**src/lacc_pkg.sv**
```systemverilog
// Package: register map, field layout, reset values and state carrier of the adaptive current loop block
package lacc_pkg;

  // ==========================================================================
  // Register indices (byte address = index * 4)
  // ==========================================================================
  localparam logic [7:0] IDX_LOAD_LO    = 8'h1f;
  localparam logic [7:0] IDX_LOAD_HI    = 8'h20;
  localparam logic [7:0] IDX_LEARN_HI   = 8'h22;
  localparam logic [7:0] IDX_FINAL_LO   = 8'h23;
  localparam logic [7:0] IDX_UPPER      = 8'h24;
  localparam logic [7:0] IDX_LOWER      = 8'h25;
  localparam logic [7:0] IDX_PGAIN      = 8'h26;
  localparam logic [7:0] IDX_DGAIN      = 8'h27;
  localparam logic [7:0] IDX_CTRL       = 8'h28;
  localparam logic [7:0] IDX_FLOOR      = 8'h29;
  localparam logic [7:0] IDX_CEIL       = 8'h2a;
  localparam logic [7:0] IDX_OUT        = 8'h2e;
  localparam int         ADDR_IDX_LSB   = 2;

  // ==========================================================================
  // Field positions
  // ==========================================================================
  localparam int CTRL_EN_BIT    = 7;
  localparam int CTRL_TRIG_BIT  = 6;
  localparam int CTRL_DLY_LSB   = 3;
  localparam int CTRL_AVG_LSB   = 0;
  localparam int LOAD_HI_LSB    = 5;
  localparam int DGAIN_W        = 4;

  // ==========================================================================
  // Reset values
  // ==========================================================================
  localparam logic [7:0]  RST_BYTE      = 8'h00;
  localparam logic [7:0]  RST_LEARN_HI  = 8'h20;
  localparam logic [2:0]  RST_DELAY     = 3'h1;
  localparam logic [2:0]  RST_AVG       = 3'h0;
  localparam logic [7:0]  RST_FLOOR     = 8'h0a;
  localparam logic [7:0]  RST_CEIL      = 8'hff;

  // ==========================================================================
  // Averaging codes, loop scaling and learning length
  // ==========================================================================
  localparam logic [2:0]  AVG_2         = 3'h2;
  localparam logic [2:0]  AVG_4         = 3'h4;
  localparam logic [2:0]  AVG_8         = 3'h7;
  localparam int          HIST_DEPTH    = 8;
  localparam int          GAIN_SHIFT    = 4;
  localparam logic [7:0]  LEARN_HALF_CYCLES = 8'h10;

  // ==========================================================================
  // Types
  // ==========================================================================
  typedef enum logic [1:0] {
    LRN_IDLE = 2'b01,
    LRN_RUN  = 2'b10
  } lacc_lrn_t;

  typedef struct packed {
    logic [31:0]               prdata;
    logic                      pready;
    logic                      pslverr;
    logic [7:0]                final_lo;
    logic [7:0]                learn_hi;
    logic [7:0]                upper;
    logic [7:0]                lower;
    logic [7:0]                pgain;
    logic [DGAIN_W-1:0]        dgain;
    logic                      enable;
    logic                      trigger;
    logic [2:0]                delay;
    logic [2:0]                avg;
    logic [7:0]                floor_lvl;
    logic [7:0]                ceil_lvl;
    logic [7:0]                current;
    logic [10:0]               load_cnt;
    logic [HIST_DEPTH-1:0][10:0] hist;
    logic [10:0]               err_prev;
    logic [2:0]                dly_cnt;
    logic [7:0]                lrn_cnt;
    lacc_lrn_t                 lrn;
  } lacc_state_t;

endpackage

```
**src/lacc_core.sv**
```systemverilog
// Load-adaptive coil current loop: APB register file, load averaging, learning and PD current update
`timescale 1ns/1ps

module lacc_core
  import lacc_pkg::*;
#(
  parameter logic [7:0] LEARN_LEN = LEARN_HALF_CYCLES
) (
  // Clock and reset
  input  wire logic         i_clk,
  input  wire logic         i_reset,
  // APB slave
  input  wire logic         i_psel,
  input  wire logic         i_penable,
  input  wire logic         i_pwrite,
  input  wire logic [11:0]  i_paddr,
  input  wire logic [31:0]  i_pwdata,
  input  wire logic [3:0]   i_pstrb,
  output logic      [31:0]  o_prdata,
  output logic              o_pready,
  output logic              o_pslverr,
  // Motor side
  input  wire logic         i_half_cycle,
  input  wire logic [10:0]  i_load_sample,
  output logic      [7:0]   o_current_value,
  output logic      [10:0]  o_load_counter,
  output logic      [10:0]  o_final_learn_param,
  output logic              o_adaptive_enable,
  output logic              o_learning_active
);

  // ==========================================================================
  // State
  // ==========================================================================
  lacc_state_t st;
  lacc_state_t next_st;

  logic [7:0]  idx;
  logic [7:0]  rd_byte;
  logic        hit;
  logic        access;
  logic        commit;
  logic [7:0]  wbyte;

  // Register index from the word address
  assign idx    = i_paddr[ADDR_IDX_LSB +: 8];
  assign access = i_psel & i_penable;
  // A write lands only on the edge that also sees pready high
  assign commit = access & st.pready & i_pwrite & hit & i_pstrb[0];
  assign wbyte  = i_pwdata[7:0];

  // ==========================================================================
  // Read decode
  // ==========================================================================
  // Reserved bits read as zero
  always_comb begin
    rd_byte = 8'h00;
    hit     = 1'b1;
    if (idx == IDX_LOAD_LO) begin
      rd_byte = st.load_cnt[7:0];
    end else if (idx == IDX_LOAD_HI) begin
      rd_byte = {st.load_cnt[10:8], 5'h00};
    end else if (idx == IDX_LEARN_HI) begin
      rd_byte = st.learn_hi;
    end else if (idx == IDX_FINAL_LO) begin
      rd_byte = st.final_lo;
    end else if (idx == IDX_UPPER) begin
      rd_byte = st.upper;
    end else if (idx == IDX_LOWER) begin
      rd_byte = st.lower;
    end else if (idx == IDX_PGAIN) begin
      rd_byte = st.pgain;
    end else if (idx == IDX_DGAIN) begin
      rd_byte = {4'h0, st.dgain};
    end else if (idx == IDX_CTRL) begin
      rd_byte = {st.enable, st.trigger, st.delay, st.avg};
    end else if (idx == IDX_FLOOR) begin
      rd_byte = st.floor_lvl;
    end else if (idx == IDX_CEIL) begin
      rd_byte = st.ceil_lvl;
    end else if (idx == IDX_OUT) begin
      rd_byte = st.current;
    end else begin
      hit = 1'b0;
    end
  end

  // ==========================================================================
  // Next state
  // ==========================================================================
  always_comb begin
    logic [13:0] acc;
    logic [13:0] s2;
    logic [13:0] s4;
    logic [13:0] lc_wide;
    logic [10:0] err;
    logic [10:0] de;
    logic        up;
    logic        dn;
    logic [18:0] pterm;
    logic [14:0] dterm;
    logic [19:0] step;
    logic [7:0]  step8;
    logic [9:0]  tmp;
    logic        finish;
    acc     = 14'h0000;
    s2      = 14'h0000;
    s4      = 14'h0000;
    lc_wide = 14'h0000;
    err     = 11'h000;
    de      = 11'h000;
    up      = 1'b0;
    dn      = 1'b0;
    pterm   = 19'h00000;
    dterm   = 15'h0000;
    step    = 20'h00000;
    step8   = 8'h00;
    tmp     = 10'h000;
    finish  = 1'b0;
    next_st = st;

    // APB answer: one wait state, then pready for exactly one cycle
    next_st.pready  = 1'b0;
    next_st.pslverr = 1'b0;
    if (access & !st.pready) begin
      next_st.pready  = 1'b1;
      next_st.pslverr = !hit;
      next_st.prdata  = {24'h000000, rd_byte};
    end

    // Sample history shifts once per electrical half-cycle
    if (i_half_cycle) begin
      next_st.hist[0] = i_load_sample;
      for (int k = 1; k < HIST_DEPTH; k++) begin
        next_st.hist[k] = st.hist[k-1];
      end
    end

    // Moving average over the selected depth; lags the history by one clock
    for (int k = 0; k < HIST_DEPTH; k++) begin
      acc = acc + {3'b000, st.hist[k]};
      if (k == 1) begin
        s2 = acc;
      end
      if (k == 3) begin
        s4 = acc;
      end
    end
    case (st.avg)
      AVG_2: lc_wide = s2 >> 1;
      AVG_4: lc_wide = s4 >> 2;
      AVG_8: lc_wide = acc >> 3;
      default: lc_wide = {3'b000, st.hist[0]};
    endcase
    next_st.load_cnt = lc_wide[10:0];

    // Band error: only the distance outside the band drives the loop
    if (st.load_cnt > {3'b000, st.upper}) begin
      up  = 1'b1;
      err = st.load_cnt - {3'b000, st.upper};
    end else if (st.load_cnt < {3'b000, st.lower}) begin
      dn  = 1'b1;
      err = {3'b000, st.lower} - st.load_cnt;
    end
    // Derivative acts on growth of the error only, which damps overshoot
    de    = (err > st.err_prev) ? (err - st.err_prev) : 11'h000;
    pterm = (19'(st.pgain) * 19'(err)) >> GAIN_SHIFT;
    dterm = 15'(st.dgain) * 15'(de);
    step  = 20'(pterm) + 20'(dterm);
    step8 = (step > 20'h000ff) ? 8'hff : step[7:0];

    // Current update gated by the half-cycle delay counter
    if (!st.enable) begin
      next_st.current  = st.ceil_lvl;
      next_st.dly_cnt  = 3'h0;
      next_st.err_prev = 11'h000;
    end else if (i_half_cycle) begin
      // A zero delay field behaves as one half-cycle
      if ((st.dly_cnt + 3'h1) >= st.delay) begin
        next_st.dly_cnt  = 3'h0;
        next_st.err_prev = err;
        tmp = {2'b00, st.current};
        if (up) begin
          tmp = {2'b00, st.current} + {2'b00, step8};
        end else if (dn) begin
          tmp = (st.current > step8) ? {2'b00, st.current - step8} : 10'h000;
        end
        // Ceiling is checked last so it wins over a floor set above it
        if (tmp < {2'b00, st.floor_lvl}) begin
          tmp = {2'b00, st.floor_lvl};
        end
        if (tmp > {2'b00, st.ceil_lvl}) begin
          tmp = {2'b00, st.ceil_lvl};
        end
        next_st.current = tmp[7:0];
      end else begin
        next_st.dly_cnt = st.dly_cnt + 3'h1;
        // A counting pulse must not let a freshly narrowed limit slip by
        if (st.current < st.floor_lvl) begin
          next_st.current = st.floor_lvl;
        end
        if (st.current > st.ceil_lvl) begin
          next_st.current = st.ceil_lvl;
        end
      end
    end else begin
      // Limits changed by software take hold even between half-cycles
      if (st.current < st.floor_lvl) begin
        next_st.current = st.floor_lvl;
      end
      if (st.current > st.ceil_lvl) begin
        next_st.current = st.ceil_lvl;
      end
    end

    // Learning routine: runs a fixed number of half-cycles, then captures
    case (st.lrn)
      LRN_IDLE: begin
        if (st.trigger) begin
          next_st.lrn     = LRN_RUN;
          next_st.lrn_cnt = 8'h00;
        end
      end
      LRN_RUN: begin
        if (i_half_cycle) begin
          if ((st.lrn_cnt + 8'h01) >= LEARN_LEN) begin
            finish           = 1'b1;
            next_st.lrn      = LRN_IDLE;
            next_st.trigger  = 1'b0;
            next_st.final_lo = st.load_cnt[7:0];
            next_st.learn_hi = {st.learn_hi[7:3], st.load_cnt[10:8]};
          end else begin
            next_st.lrn_cnt = st.lrn_cnt + 8'h01;
          end
        end
      end
      default: begin
        next_st.lrn = LRN_IDLE;
      end
    endcase

    // Software writes; placed last so a new trigger beats the finishing clear
    if (commit) begin
      if (idx == IDX_LEARN_HI) begin
        next_st.learn_hi = wbyte;
      end else if (idx == IDX_FINAL_LO) begin
        next_st.final_lo = wbyte;
      end else if (idx == IDX_UPPER) begin
        next_st.upper = wbyte;
      end else if (idx == IDX_LOWER) begin
        next_st.lower = wbyte;
      end else if (idx == IDX_PGAIN) begin
        next_st.pgain = wbyte;
      end else if (idx == IDX_DGAIN) begin
        next_st.dgain = wbyte[DGAIN_W-1:0];
      end else if (idx == IDX_CTRL) begin
        next_st.enable = wbyte[CTRL_EN_BIT];
        next_st.delay  = wbyte[CTRL_DLY_LSB +: 3];
        next_st.avg    = wbyte[CTRL_AVG_LSB +: 3];
        // Writing zero cannot abort a running learn
        if (wbyte[CTRL_TRIG_BIT]) begin
          next_st.trigger = 1'b1;
          if (finish) begin
            next_st.lrn     = LRN_RUN;
            next_st.lrn_cnt = 8'h00;
          end
        end
      end else if (idx == IDX_FLOOR) begin
        next_st.floor_lvl = wbyte;
      end else if (idx == IDX_CEIL) begin
        next_st.ceil_lvl = wbyte;
      end
    end
  end

  // ==========================================================================
  // State register
  // ==========================================================================
  always_ff @(posedge i_clk) begin
    if (i_reset) begin
      st           <= '0;
      st.final_lo  <= RST_BYTE;
      st.learn_hi  <= RST_LEARN_HI;
      st.upper     <= RST_BYTE;
      st.lower     <= RST_BYTE;
      st.pgain     <= RST_BYTE;
      st.delay     <= RST_DELAY;
      st.avg       <= RST_AVG;
      st.floor_lvl <= RST_FLOOR;
      st.ceil_lvl  <= RST_CEIL;
      st.current   <= RST_CEIL;
      st.lrn       <= LRN_IDLE;
    end else begin
      st <= next_st;
    end
  end

  // ==========================================================================
  // Outputs, all straight from the state register
  // ==========================================================================
  assign o_prdata            = st.prdata;
  assign o_pready            = st.pready;
  assign o_pslverr           = st.pslverr;
  assign o_current_value     = st.current;
  assign o_load_counter      = st.load_cnt;
  assign o_final_learn_param = {st.learn_hi[2:0], st.final_lo};
  assign o_adaptive_enable   = st.enable;
  assign o_learning_active   = st.trigger;

endmodule

```
**config.mk**
```make
export PLATFORM = sky130hd
export DESIGN_NAME = lacc_core
export DESIGN_NICKNAME = d
export VERILOG_FILES = /design/src/lacc_pkg.sv /design/src/lacc_core.sv
export SDC_FILE = /design/constraint.sdc
export NUM_CORES = 1
export LEC_CHECK = 0
export BUFFER_PORTS_ARGS = -buffer_cell sky130_fd_sc_hd__buf_2
export CORE_ASPECT_RATIO = 2
export CORE_MARGIN = 5
export CORE_UTILIZATION = 61
export DETAILED_ROUTE_END_ITERATION = 8
export GPL_TIMING_DRIVEN = 1
export PLACE_DENSITY_LB_ADDON = 0.05
export SETUP_SLACK_MARGIN = 0.15
export SYNTH_ARGS = -nofsm -noshare
export SYNTH_HDL_FRONTEND = slang
export SYNTH_SLANG_ARGS = --single-unit
export TNS_END_PERCENT = 100
```
**constraint.sdc**
```tcl
create_clock -name i_clk -period 26.7 [get_ports i_clk]
set_clock_uncertainty 0.1 [all_clocks]
set_input_delay 2.67 -clock i_clk [delete_from_list [all_inputs] [get_ports i_clk]]
set_output_delay 2.67 -clock i_clk [all_outputs]
set_load 0.02 [all_outputs]
```
After elaboration in Yosys (flattened, before gate mapping)
Cells that the tools add are included.
{"block": "classes", "addsub": 15, "n_mul": 2, "n_div": 0, "n_lt_le_gt_ge": 11, "n_eq_ne": 17, "n_shift": 0, "muxes": 95, "bitwise_logic": 16, "n_reduce_logical": 12}
{"cell": "8-bit two-way mux", "count": 32}
{"cell": "10-bit two-way mux", "count": 19}
{"cell": "52-bit two-way mux", "count": 2}
{"cell": "8-bit by 6-bit equality test with 1-bit output (second input constant)", "count": 11}
{"cell": "68-bit two-way mux", "count": 1}
{"cell": "16-bit two-way mux", "count": 4}
{"cell": "14-bit by 11-bit adder with 14-bit output", "count": 4}
{"cell": "44-bit two-way mux", "count": 1}
{"cell": "36-bit two-way mux", "count": 1}
{"cell": "11-bit two-way mux", "count": 3}
{"cell": "11-bit case mux with 3 select lines", "count": 1}
{"cell": "28-bit two-way mux", "count": 1}
{"cell": "24-bit two-way mux", "count": 1}
{"cell": "1-bit two-way mux", "count": 22}
{"cell": "8-bit by 11-bit multiplier with 19-bit output", "count": 1}
{"cell": "15-bit by 15-bit adder with 16-bit output", "count": 1}
{"cell": "16-bit by 8-bit > comparator with 1-bit output (second input constant)", "count": 1}
{"cell": "8-bit > comparator", "count": 2}
{"cell": "8-bit case mux with 2 select lines", "count": 1}
{"cell": "4-bit by 11-bit multiplier with 15-bit output", "count": 1}
{"cell": "13-bit by 11-bit adder with 14-bit output", "count": 1}
{"cell": "12-bit by 11-bit adder with 13-bit output", "count": 1}
{"cell": "11-bit by 11-bit adder with 12-bit output", "count": 1}
{"cell": "11-bit > comparator", "count": 1}
{"cell": "36 further kinds", "count": 54}
{"block": "word_totals", "register_bits": 209, "latchBits": 0, "mem_bits_rw": 0, "rom_bits": 0, "mem_count": 0}

Longest topological paths before layout
Gate-level depths: netlist of run 1.
{"block": "logic_depth", "ltp_word": 26, "ltp_mapped": 70, "mapped_depth_nobuf": 69}

Worst setup path before layout of run 1
No wires, ideal clock.
{"block": "synth_path", "kind": "reg2reg", "start": "reg st[180] (netlist name)", "end": "reg st, in the netlist o_current_value[2]", "setup_ps": 122, "arrival_time_ps": 13293, "t_required_ps": 26478, "slack_ps": 13186, "stages_incl_launch_ff": 66, "n_path_buf": 2, "path_cell_list": "dfxtp_1 > inv_1 > ha_1 > and3_1 > a221oi_2 > o2bb2ai_2 > nand2_2 > clkbuf_1 > a21oi_1 > inv_1 > nand2_1 > fa_1 > fa_1 > inv_1 > fa_1 > inv_1 > fa_1 > inv_1 > (+30 left out) > a21oi_1 > nor2b_1 > o21ai_0 > nand2b_1 > a21oi_1 > o211ai_4 > mux2_2 > ha_1 > nor2b_1 > o21ai_0 > nand2b_1 > a21oi_1 > o21ai_0 > a31oi_1 > o21a_1 > nor2_1 > a211o_1 > a221o_1"}
{"block": "synth_via", "elab_chain_len": 25, "elab_cells_between_ends": 32}
{"element": "start, declared", "line_no": "lacc_core.sv:35", "source": "lacc_state_t st;"}
{"element": "start signal, assigned", "line_no": "lacc_core.sv:294", "source": "st <= next_st;"}
{"element": "11-bit by 8-bit subtractor with 11-bit output or 11-bit by 8-bit > comparator with 1-bit output (tied branches)", "line_no": "lacc_core.sv:160, lacc_core.sv:158"}
{"element": "11-bit two-way mux", "line_no": "lacc_core.sv:158", "source": "if (st.load_cnt > {3'b000, st.upper}) begin"}
{"element": "11-bit subtractor or 11-bit > comparator (tied branches)", "line_no": "lacc_core.sv:166", "source": "de = (err > st.err_prev) ? (err - st.err_prev) : 11'h000;"}
{"element": "11-bit two-way mux", "line_no": "lacc_core.sv:166"}
{"element": "4-bit by 11-bit multiplier with 15-bit output", "line_no": "lacc_core.sv:168", "source": "dterm = 15'(st.dgain) * 15'(de);"}
{"element": "15-bit by 15-bit adder with 16-bit output", "line_no": "lacc_core.sv:169", "source": "step = 20'(pterm) + 20'(dterm);"}
{"element": "16-bit by 8-bit > comparator with 1-bit output", "line_no": "lacc_core.sv:170", "source": "step8 = (step > 20'h000ff) ? 8'hff : step[7:0];"}
{"element": "8-bit two-way mux", "line_no": "lacc_core.sv:170"}
{"element": "(+9 left out)"}
{"element": "10-bit two-way mux (*)", "line_no": "lacc_core.sv:179", "source": "if ((st.dly_cnt + 3'h1) >= st.delay) begin"}
{"element": "10-bit two-way mux (*)", "line_no": "lacc_core.sv:177", "source": "end else if (i_half_cycle) begin"}
{"element": "10-bit two-way mux (*)", "line_no": "lacc_core.sv:173", "source": "if (!st.enable) begin"}
{"element": "10-bit by 8-bit > comparator with 1-bit output", "line_no": "lacc_core.sv:192", "source": "if (tmp > {2'b00, st.ceil_lvl}) begin"}
{"element": "8-bit two-way mux (*)", "line_no": "lacc_core.sv:192"}
{"element": "8-bit two-way mux (*)", "line_no": "lacc_core.sv:179"}
{"element": "8-bit two-way mux (*)", "line_no": "lacc_core.sv:177"}
{"element": "8-bit two-way mux (*)", "line_no": "lacc_core.sv:173"}
Mark *: on every way between the ends. The rest lies on a longest branch, timed or not. The select of a mux whose other input is x is not followed.
A chain may end at the register's enable or synchronous reset.

Worst setup path after layout of run 1
{"block": "layout_path", "start": "reg st, in the netlist o_load_counter[4]", "end": "reg st, in the netlist o_current_value[7]"}
{"block": "layout_via", "elab_chain_len": 26, "elab_cells_between_ends": 36}
{"element": "8-bit by 11-bit subtractor with 11-bit output or 11-bit by 8-bit less-than comparator with 1-bit output (tied branches)", "line_no": "lacc_core.sv:163, lacc_core.sv:161"}
{"element": "11-bit two-way mux", "line_no": "lacc_core.sv:161", "source": "end else if (st.load_cnt < {3'b000, st.lower}) begin"}
{"element": "11-bit two-way mux", "line_no": "lacc_core.sv:158"}
{"element": "11-bit subtractor or 11-bit > comparator (tied branches)", "line_no": "lacc_core.sv:166"}
{"element": "11-bit two-way mux", "line_no": "lacc_core.sv:166"}
{"element": "4-bit by 11-bit multiplier with 15-bit output", "line_no": "lacc_core.sv:168"}
{"element": "15-bit by 15-bit adder with 16-bit output", "line_no": "lacc_core.sv:169"}
{"element": "16-bit by 8-bit > comparator with 1-bit output", "line_no": "lacc_core.sv:170"}
{"element": "(+10 left out)"}
{"element": "10-bit two-way mux (*)", "line_no": "lacc_core.sv:179"}
{"element": "10-bit two-way mux (*)", "line_no": "lacc_core.sv:177"}
{"element": "10-bit two-way mux (*)", "line_no": "lacc_core.sv:173"}
{"element": "10-bit by 8-bit > comparator with 1-bit output", "line_no": "lacc_core.sv:192"}
{"element": "8-bit two-way mux (*)", "line_no": "lacc_core.sv:192"}
{"element": "8-bit two-way mux (*)", "line_no": "lacc_core.sv:179"}
{"element": "8-bit two-way mux (*)", "line_no": "lacc_core.sv:177"}
{"element": "8-bit two-way mux (*)", "line_no": "lacc_core.sv:173"}
Marked as above.

==> results.json, run 1 <==
{
  "ios": 131,
  "synth_edf_count": 0,
  "synth_area_leaders": "dfxtp_1 (22%), fa_1 (14%), ha_1 (12%), mux2i_1 (7.7%), nor2_1 (6.0%)",
  "syn_area_per_cell_sq_um": 8.29,
  "grt_remaining_overflow": 0,
  "n_fill_cell": 2818,
  "relSlewSlack": 0.211,
  "drtIter0Drc": 870,
  "ctsHoldBuffers": 0,
  "post-route-period-util": 0.624,
  "portBuffers": 75,
  "end_kind": "register",
  "cts_max_path_buffers": 3,
  "cp_common_cell": "inv_1",
  "hpwlAfterDp_um": 45600,
  "ys_seq_area_frac": 0.216,
  "cts_setup_buffers": 0,
  "insertion_delay_ns": 0.51,
  "route.vias.total": 16100,
  "hold_violations": 0,
  "setup_viol": 0,
  "synth_area_sq_um": 19400,
  "yosysMostFrequentCell": "nor2_1",
  "grt_pass1_vias": 16600,
  "worstPathRequired_ns": 26.97,
  "path_clk_slew_ns": 0.07,
  "cts_max_level": 1,
  "cap_violations": 0,
  "dr.pass1.iters": 5,
  "synth_cell_types": 89,
  "die_w_um": 136,
  "min_period_ns": 16.65,
  "grt_max_degree": 86,
  "antenna_cells": 0,
  "viasPerCell": 5.84,
  "cpPeakStageDelay_ns": 0.74,
  "synth_top_cell_by_area": "dfxtp_1",
  "cp_max_fo": 15,
  "outcome": "completed",
  "synth.top_cell.area_share": 0.216,
  "setup_tns_ns": 0,
  "cp.arrival_ns": 16.92,
  "coreArea_sq_um": 31400,
  "cts_made_buffers": 19,
  "cts_tree": "yes",
  "peakVddDrop_mv": 0.0620,
  "cts.sinks": 209,
  "grt_pass1_wl_um": 87500,
  "ys_warn_count": 0,
  "rows": 92,
  "tightest_slew_ns": 1.17,
  "synth-main-ff-cell": "dfxtp_1",
  "synthTopCellsByCount": "nor2_1 (309), inv_1 (302), dfxtp_1 (209)",
  "rsz0062_at_grt": "false",
  "drt-wirelength-per-cell_um": 20.3,
  "grtUsageTotal": 0.317,
  "slew_violations": 0,
  "clockRootBuffer": "clkbuf_16",
  "cellLeakagePower_nw": 9.59,
  "area_growth_pct": 5.04,
  "startpoint_type": "register",
  "async_flop_share": 0,
  "ant_nets": 0,
  "start_util": 0.616,
  "worst-setup-path-type": "register to register",
  "power_density_nw_per_um2": 37.6,
  "routed_wl_um": 56000,
  "drive_gt1_frac": 0.0772,
  "ys_ff_latch": 209,
  "synth_cells": 2335,
  "die-area_sq_um": 35600,
  "gp_congestion": 0.948,
  "holdCritPathClass": "register to register",
  "holdWs_ns": 0.375,
  "post-route-drc-count": 0,
  "cp_slowest_cell": "o21ai_1",
  "clock.fmax_ghz": 0.0600,
  "antenna_found_initial": 4,
  "die_y_um": 262,
  "ctsResizeCount": 0,
  "finish.net_count": 2698
}
[routing by layer]
layer,GRT usage,wire length (um),part of all wire,vias to the layer above
met5,0,74,0.0013,-
met4,0.264,5670,0.10,8
met3,0.0372,1910,0.034,229
met2,0.604,30300,0.54,435
met1,0.291,18100,0.32,7694
li1,-,-,-,7730
[area by class of cell]
class	count	area, sq um	share of cell area
clock buffer	21	493	0.0242
clock inverter	10	135	0.00665
inverter	303	1140	0.0559
multi-input combinational	1695	13300	0.656
sequential	209	4180	0.206
tap	423	529	0.0260
timing repair buffer	94	523	0.0257
[sequential cells by signal, indices dropped and copies added (netlist names)]
| register | flops |
|---|---|
| st | 167 |
| o_pslverr | 1 |
| o_learning_active | 1 |
| o_current_value | 8 |
| o_load_counter | 11 |
| o_prdata | 8 |
| o_pready | 1 |
| o_adaptive_enable | 1 |
| o_final_learn_param | 11 |
[cells by family (layout without fill, tap and decap cells)]
logic type | count (synthesis) | in the layout | share of synthesized area
adders and majority gates | 311 | 311 | 0.253
AOI/OAI and AO/OA | 444 | 444 | 0.152
other | 1 | 24 | 0.000194
muxes | 160 | 160 | 0.0835
buffers and inverters | 454 | 428 | 0.101
and+or+nand+nor | 692 | 692 | 0.166
DFF | 209 | 209 | 0.216
xor gates and xnor gates | 64 | 64 | 0.0290
[final timing paths]
kind                        endpoint  cells past startpoint              start  slack [ns]
setup / recovery  o_current_value[7]                     65  o_load_counter[4]       10.05
hold / removal                st[22]                      2             st[22]        0.38
setup reg to reg  o_current_value[7]                     65  o_load_counter[4]       10.05
hold reg to reg               st[22]                      2             st[22]        0.38
[stage by stage]
stage          power (mW)  cells  area [sq um]  worst slack, ns  utilization
2_1_floorplan       0.442   2358         19400            13.19            -
3_3_place_gp        0.483   2724         19700            10.40        0.627
3_5_place_dp        0.485   2724         19700            10.23        0.627
4_1_cts             0.771   2755         20300            10.17        0.647
5_1_grt             0.799   2755         20300             9.22        0.647
6_report            0.765   2755         20300            10.05        0.647
[worst max-delay path: cells and delay by family, from the launching register on]
family,cells,cell delay (ns)
multiplexers,2,0.48
adder cells (fa/ha/maj),12,4.43
AO/OA/AOI/OAI,29,7.31
XOR/XNOR,1,0.42
flip-flops,1,0.49
buffers and inverters,10,1.06
AND/OR/NAND/NOR,11,2.20
[power by group]
group	internal, mW	switching [mW]	leakage (nW)
clock	0.163	0.123	0.309
combinational	0.0541	0.106	7.59
sequential	0.315	0.00487	1.69
total	0.532	0.233	9.59
[cells in the final DEF, fill, tap and decap left out, types with 24 or more instances in the layout]
cell type / Yosys / layout
nor2_1: 309 / 309
inv_1: 302 / 302
dfxtp_1: 209 / 209
ha_1: 178 / 178
mux2i_1: 148 / 148
a21oi_1: 143 / 143
fa_1: 133 / 133
nand2_1: 129 / 129
buf_2: 2 / 73
o21ai_0: 72 / 72
and2_1: 46 / 46
nor3_1: 41 / 41
nand3_1: 38 / 38
xnor2_1: 38 / 38
a21o_1: 31 / 31
nand2b_1: 28 / 28
xor2_1: 26 / 26
nor2b_1: 25 / 25
conb_1: 1 / 24
Power figures use the tool's default switching activity.
==> run 2, diff against run 1 <==
--- a/config.mk
+++ b/config.mk
@@ -8,7 +8,7 @@
 export BUFFER_PORTS_ARGS = -buffer_cell sky130_fd_sc_hd__buf_2
 export CORE_ASPECT_RATIO = 2
 export CORE_MARGIN = 5
-export CORE_UTILIZATION = 61
+export CORE_UTILIZATION = 57
 export DETAILED_ROUTE_END_ITERATION = 8
 export GPL_TIMING_DRIVEN = 1
 export PLACE_DENSITY_LB_ADDON = 0.05
==> constraint.sdc (replaced) <==
create_clock -name i_clk -period 13.9 [get_ports i_clk]
set_clock_uncertainty 0.1 [all_clocks]
set_input_delay 1.39 -clock i_clk [delete_from_list [all_inputs] [get_ports i_clk]]
set_output_delay 1.39 -clock i_clk [all_outputs]
set_load 0.02 [all_outputs]
==> results.json, run 2 (same netlist as run 1, synthesis figures left out) <==
{
  "cts_max_level": 1,
  "register_area_sq_um": 4190,
  "route.vias.total": 17000,
  "peakVddDrop_mv": 0.105,
  "tightest_slew_ns": 1.11,
  "post-route-drc-count": 0,
  "clock.fmax_ghz": 0.0757,
  "antenna_found_initial": 4,
  "post-route-util": 0.671,
  "cpPeakStageDelay_ns": 0.55,
  "startpoint_type": "register",
  "power_density_nw_per_um2": 69.3,
  "cts_max_path_buffers": 3,
  "coreArea_sq_um": 33600,
  "finish.net_count": 2904,
  "min_period_ns": 13.21,
  "placed_cells": 2909,
  "end_kind": "register",
  "n_fill_cell": 2940,
  "dr.pass1.iters": 5,
  "rows": 95,
  "cp_common_cell": "buf_6",
  "cap_violations": 0,
  "mostFrequentLayoutCells": "nor2_1 (307), inv_1 (296), buf_4 (215)",
  "clockRootBuffer": "clkbuf_16",
  "cp_slowest_cell": "fa_1",
  "rsz0062_at_grt": "true",
  "drtIter0Drc": 693,
  "die_w_um": 140,
  "holdCritPathClass": "register to register",
  "worstPathRequired_ns": 14.21,
  "die_y_um": 271,
  "post-place-ws_ns": -0.407,
  "cts_tree": "yes",
  "cp.arrival_ns": 13.52,
  "relSlewSlack": 0.259,
  "largest_register_ffs": 167,
  "cts_made_buffers": 20,
  "cts.sinks": 209,
  "grt_pass1_wl_um": 92000,
  "hold_violations": 0,
  "routed_wl_um": 59700,
  "grt_remaining_overflow": 0,
  "hpwlAfterDp_um": 48600,
  "ctsHoldBuffers": 0,
  "path_clk_slew_ns": 0.07,
  "viasPerCell": 5.70,
  "slew_violations": 0,
  "setup_tns_ns": 0,
  "portBuffers": 75,
  "finalNonFillerCells": 2980,
  "top_register": "st",
  "insertion_delay_ns": 0.52,
  "start_util": 0.575,
  "post-route-period-util": 0.951,
  "grt_pass1_vias": 17600,
  "die-area_sq_um": 38000,
  "worst-setup-path-type": "register to register",
  "grtUsageTotal": 0.306,
  "grt_max_degree": 84,
  "setup_viol": 0,
  "multi_input_area_sq_um": 14000,
  "outcome": "completed",
  "cellLeakagePower_nw": 10.7,
  "drt-wirelength-per-cell_um": 20.0,
  "drive_gt1_frac": 0.192,
  "ios": 131,
  "power_mw": 1.56,
  "setup_slack_ns": 0.687,
  "ant_nets": 0,
  "final_common_cell": "nor2_1",
  "gp_congestion": 0.956,
  "area_growth_pct": 16.6,
  "cp_max_fo": 6
}
-- run 2: cell types whose count changed in the layout (fill, tap and decap cells not counted), moves of 5 or more --
cell / previous run / this run
buf_4: 21 / 215
inv_1: 302 / 296
nand2_2: 1 / 6
a21oi_2: 0 / 18
o21ai_0: 72 / 54
buf_6: 0 / 11
nand2_1: 129 / 124
ha_1: 178 / 157
o21ai_1: 4 / 18
a21oi_1: 143 / 123
inv_2: 0 / 6
ha_2: 0 / 6
ha_4: 0 / 15
-- run 2: layer usage --
layer  part of all wire  routed length [um]  GRT usage
met5            0.00023                  14          0
met4              0.092                5510      0.228
met3              0.036                2150     0.0357
met2               0.56               33500      0.610
met1               0.31               18600      0.267
-- run 2: worst paths after layout --
| kind | slack [ns] | cells past startpoint | endpoint | startpoint |
|---|---|---|---|---|
| setup / recovery | 0.69 | 71 | o_current_value[2] | o_load_counter[0] |
| hold / removal | 0.37 | 2 | st[17] | st[17] |
| setup reg to reg | 0.69 | 71 | o_current_value[2] | o_load_counter[0] |
| hold reg to reg | 0.37 | 2 | st[17] | st[17] |
-- run 2: critical path: cells and delay by family, from the launching register on --
| kind | cells | cell delay, ns |
|---|---|---|
| simple gates | 15 | 1.91 |
| buf+inv | 11 | 1.32 |
| flops | 1 | 0.35 |
| compound gates | 30 | 4.74 |
| mux | 2 | 0.52 |
| fa+ha+maj | 12 | 4.02 |
| xor+xnor | 1 | 0.14 |
-- run 2: repair_timing --
| action | CTS | global route |
|---|---|---|
| buffers inserted | 7 | 26 |
| setup endpoints to repair | 8 | 8 |
| pin swaps | 9 | 93 |
| resized for setup | 19 | 134 |
-- run 2: per-stage QoR --
stage / cell area (sq um) / hold WS, ns
final: 22600 / 0.373
after global routing: 22600 / 0.401
after CTS: 21800 / 0.374
after detailed placement: 21000 / 0.364
after global placement: 21000 / 0.354
after floorplan: 19400 / 0.341
-- run 2: layout make-up --
type	count	share of cell area
Antenna cell	3	0.000333
Clock buffer	27	0.0247
Clock inverter	8	0.00355
Inverter	303	0.0504
Multi-Input combinational cell	1695	0.618
Sequential cell	209	0.186
Tap cell	436	0.0242
Timing Repair Buffer	299	0.0932
-- run 2: power breakdown --
part	total, mW	internal, mW	switching, mW
clock network	0.546	0.303	0.243
registers	0.614	0.606	0.00821
logic	0.403	0.171	0.233
==> run 3, diff against run 2 <==
--- a/config.mk
+++ b/config.mk
@@ -11,7 +11,7 @@
 export CORE_UTILIZATION = 57
 export DETAILED_ROUTE_END_ITERATION = 8
 export GPL_TIMING_DRIVEN = 1
-export PLACE_DENSITY_LB_ADDON = 0.05
+export PLACE_DENSITY = 0.79
 export SETUP_SLACK_MARGIN = 0.15
 export SYNTH_ARGS = -nofsm -noshare
 export SYNTH_HDL_FRONTEND = slang
==> results.json, run 3 (same netlist as run 1, synthesis figures left out) <==
{
  "outcome": "completed",
  "setup_slack_ns": 0.475,
  "coreArea_sq_um": 33600,
  "power_density_nw_per_um2": 70.2,
  "end_kind": "register",
  "placed_cells": 2854,
  "clock.fmax_ghz": 0.0745,
  "slew_violations": 0,
  "setup_viol": 0,
  "placed_cell_area_sq_um": 20600,
  "cts.sinks": 209,
  "die_w_um": 140,
  "portBuffers": 75,
  "worstReg2RegEnd": "o_current_value[2]",
  "cts_max_level": 1,
  "reg2reg_from": "o_load_counter[0]",
  "r2r_cells": 66,
  "critPathTopFamily": "compound AO/OA/AOI/OAI gates",
  "clockRootBuffer": "clkbuf_16",
  "antenna_found_initial": 7,
  "power_mw": 1.56,
  "post-place-ws_ns": -0.256,
  "cts_tree": "yes",
  "grtUsageTotal": 0.292,
  "post-route-drc-count": 0,
  "ant_nets": 0,
  "route.vias.total": 17300,
  "ctsHoldBuffers": 0,
  "path_clk_slew_ns": 0.07,
  "mostFrequentLayoutCells": "nor2_1 (306), inv_1 (296), dfxtp_1 (198)",
  "final_common_cell": "nor2_1",
  "cts_made_buffers": 18,
  "whs_path_depth": 2,
  "cp_max_fo": 7,
  "min_period_ns": 13.42,
  "final_area_sq_um": 22200,
  "drtIter0Drc": 1002,
  "peakVddDrop_mv": 0.112,
  "rows": 95,
  "grt_pass1_wl_um": 89700,
  "grt_max_degree": 101,
  "start_util": 0.575,
  "cpPeakStageDelay_ns": 0.56,
  "hold_violations": 0,
  "cellLeakagePower_nw": 10.4,
  "viasPerCell": 5.94,
  "hpwlAfterDp_um": 45600,
  "grt_pass1_vias": 18100,
  "startpoint_type": "register",
  "die_y_um": 271,
  "insertion_delay_ns": 0.51,
  "die-area_sq_um": 38000,
  "cp_slowest_cell": "fa_1",
  "ios": 131,
  "drive_gt1_frac": 0.175,
  "finalNonFillerCells": 2913,
  "post-route-util": 0.659,
  "grt_remaining_overflow": 0,
  "rrSetupSlack_ns": 0.48,
  "worst-setup-path-type": "register to register",
  "holdWs_ns": 0.378,
  "drt-wirelength-per-cell_um": 20.0,
  "largest_register_ffs": 167,
  "hold_start": "st[20]",
  "post-route-period-util": 0.966,
  "cap_violations": 0,
  "cp.arrival_ns": 13.72,
  "finish.net_count": 2838,
  "gp_congestion": 1.09,
  "setup_tns_ns": 0,
  "worstPathRequired_ns": 14.19,
  "path_buf_inv": 10,
  "top_register": "st",
  "relSlewSlack": 0.162,
  "holdCritPathClass": "register to register",
  "dr.pass1.iters": 5,
  "holdPathEnd": "st[20]",
  "routed_wl_um": 58200,
  "tightest_slew_ns": 1.25,
  "area_growth_pct": 14.5,
  "cts_max_path_buffers": 3
}
## run 3: worst max-delay path by stage
stage	from	cells after the start	slack (ns)	endpoint
2_1_floorplan	st[180]	65	0.39	o_current_value[2]
3_3_place_gp	o_load_counter[2]	63	0.03	o_current_value[2]
3_5_place_dp	o_load_counter[0]	66	-0.26	o_current_value[2]
4_1_cts	o_load_counter[6]	65	0.15	o_current_value[2]
5_1_grt	o_load_counter[0]	68	-0.17	o_current_value[7]
6_report	o_load_counter[0]	66	0.48	o_current_value[2]
## run 3: repair_timing
item                                    in CTS  in global routing
cloned                                       0                  1
pin swaps                                    2                 91
resized for setup                           17                148
endpoints found under the setup margin       8                  8
endpoints found under the hold margin        0                  0
buffers inserted                             2                 21
## run 3: layout make-up
class,instances,area [sq um]
timing repair buffer,235,1600
clock buffer,25,528
sequential,209,4200
antenna,3,7.51
multi-input combinational,1695,14000
inverter,303,1140
tap,436,546
fill,2718,11500
clock inverter,7,118
## run 3: worst reg2reg max path: cells and delay by family (launching register included)
kind                       cells  cell delay (ns)
adders and majority gates     13             4.18
and+or+nand+nor               13             1.78
DFF                            1             0.37
xor gates and xnor gates       1             0.15
AOI/OAI and AO/OA             27             5.03
muxes                          2             0.46
buffers and inverters         10             1.24
## run 3: report_power, final
part	internal (mW)	switching, mW	leakage, nW
registers	0.605	0.00978	1.70
logic	0.159	0.229	8.35
clock network	0.323	0.231	0.306
## run 3: routing by layer
| layer | vias up | share of wire | track usage |
|---|---|---|---|
| met3 | 334 | 0.048 | 0.0429 |
| li1 | 8010 | - | - |
| met5 | - | 0.00024 | 0 |
| met1 | 8302 | 0.31 | 0.260 |
| met2 | 660 | 0.53 | 0.544 |
| met4 | 2 | 0.11 | 0.276 |
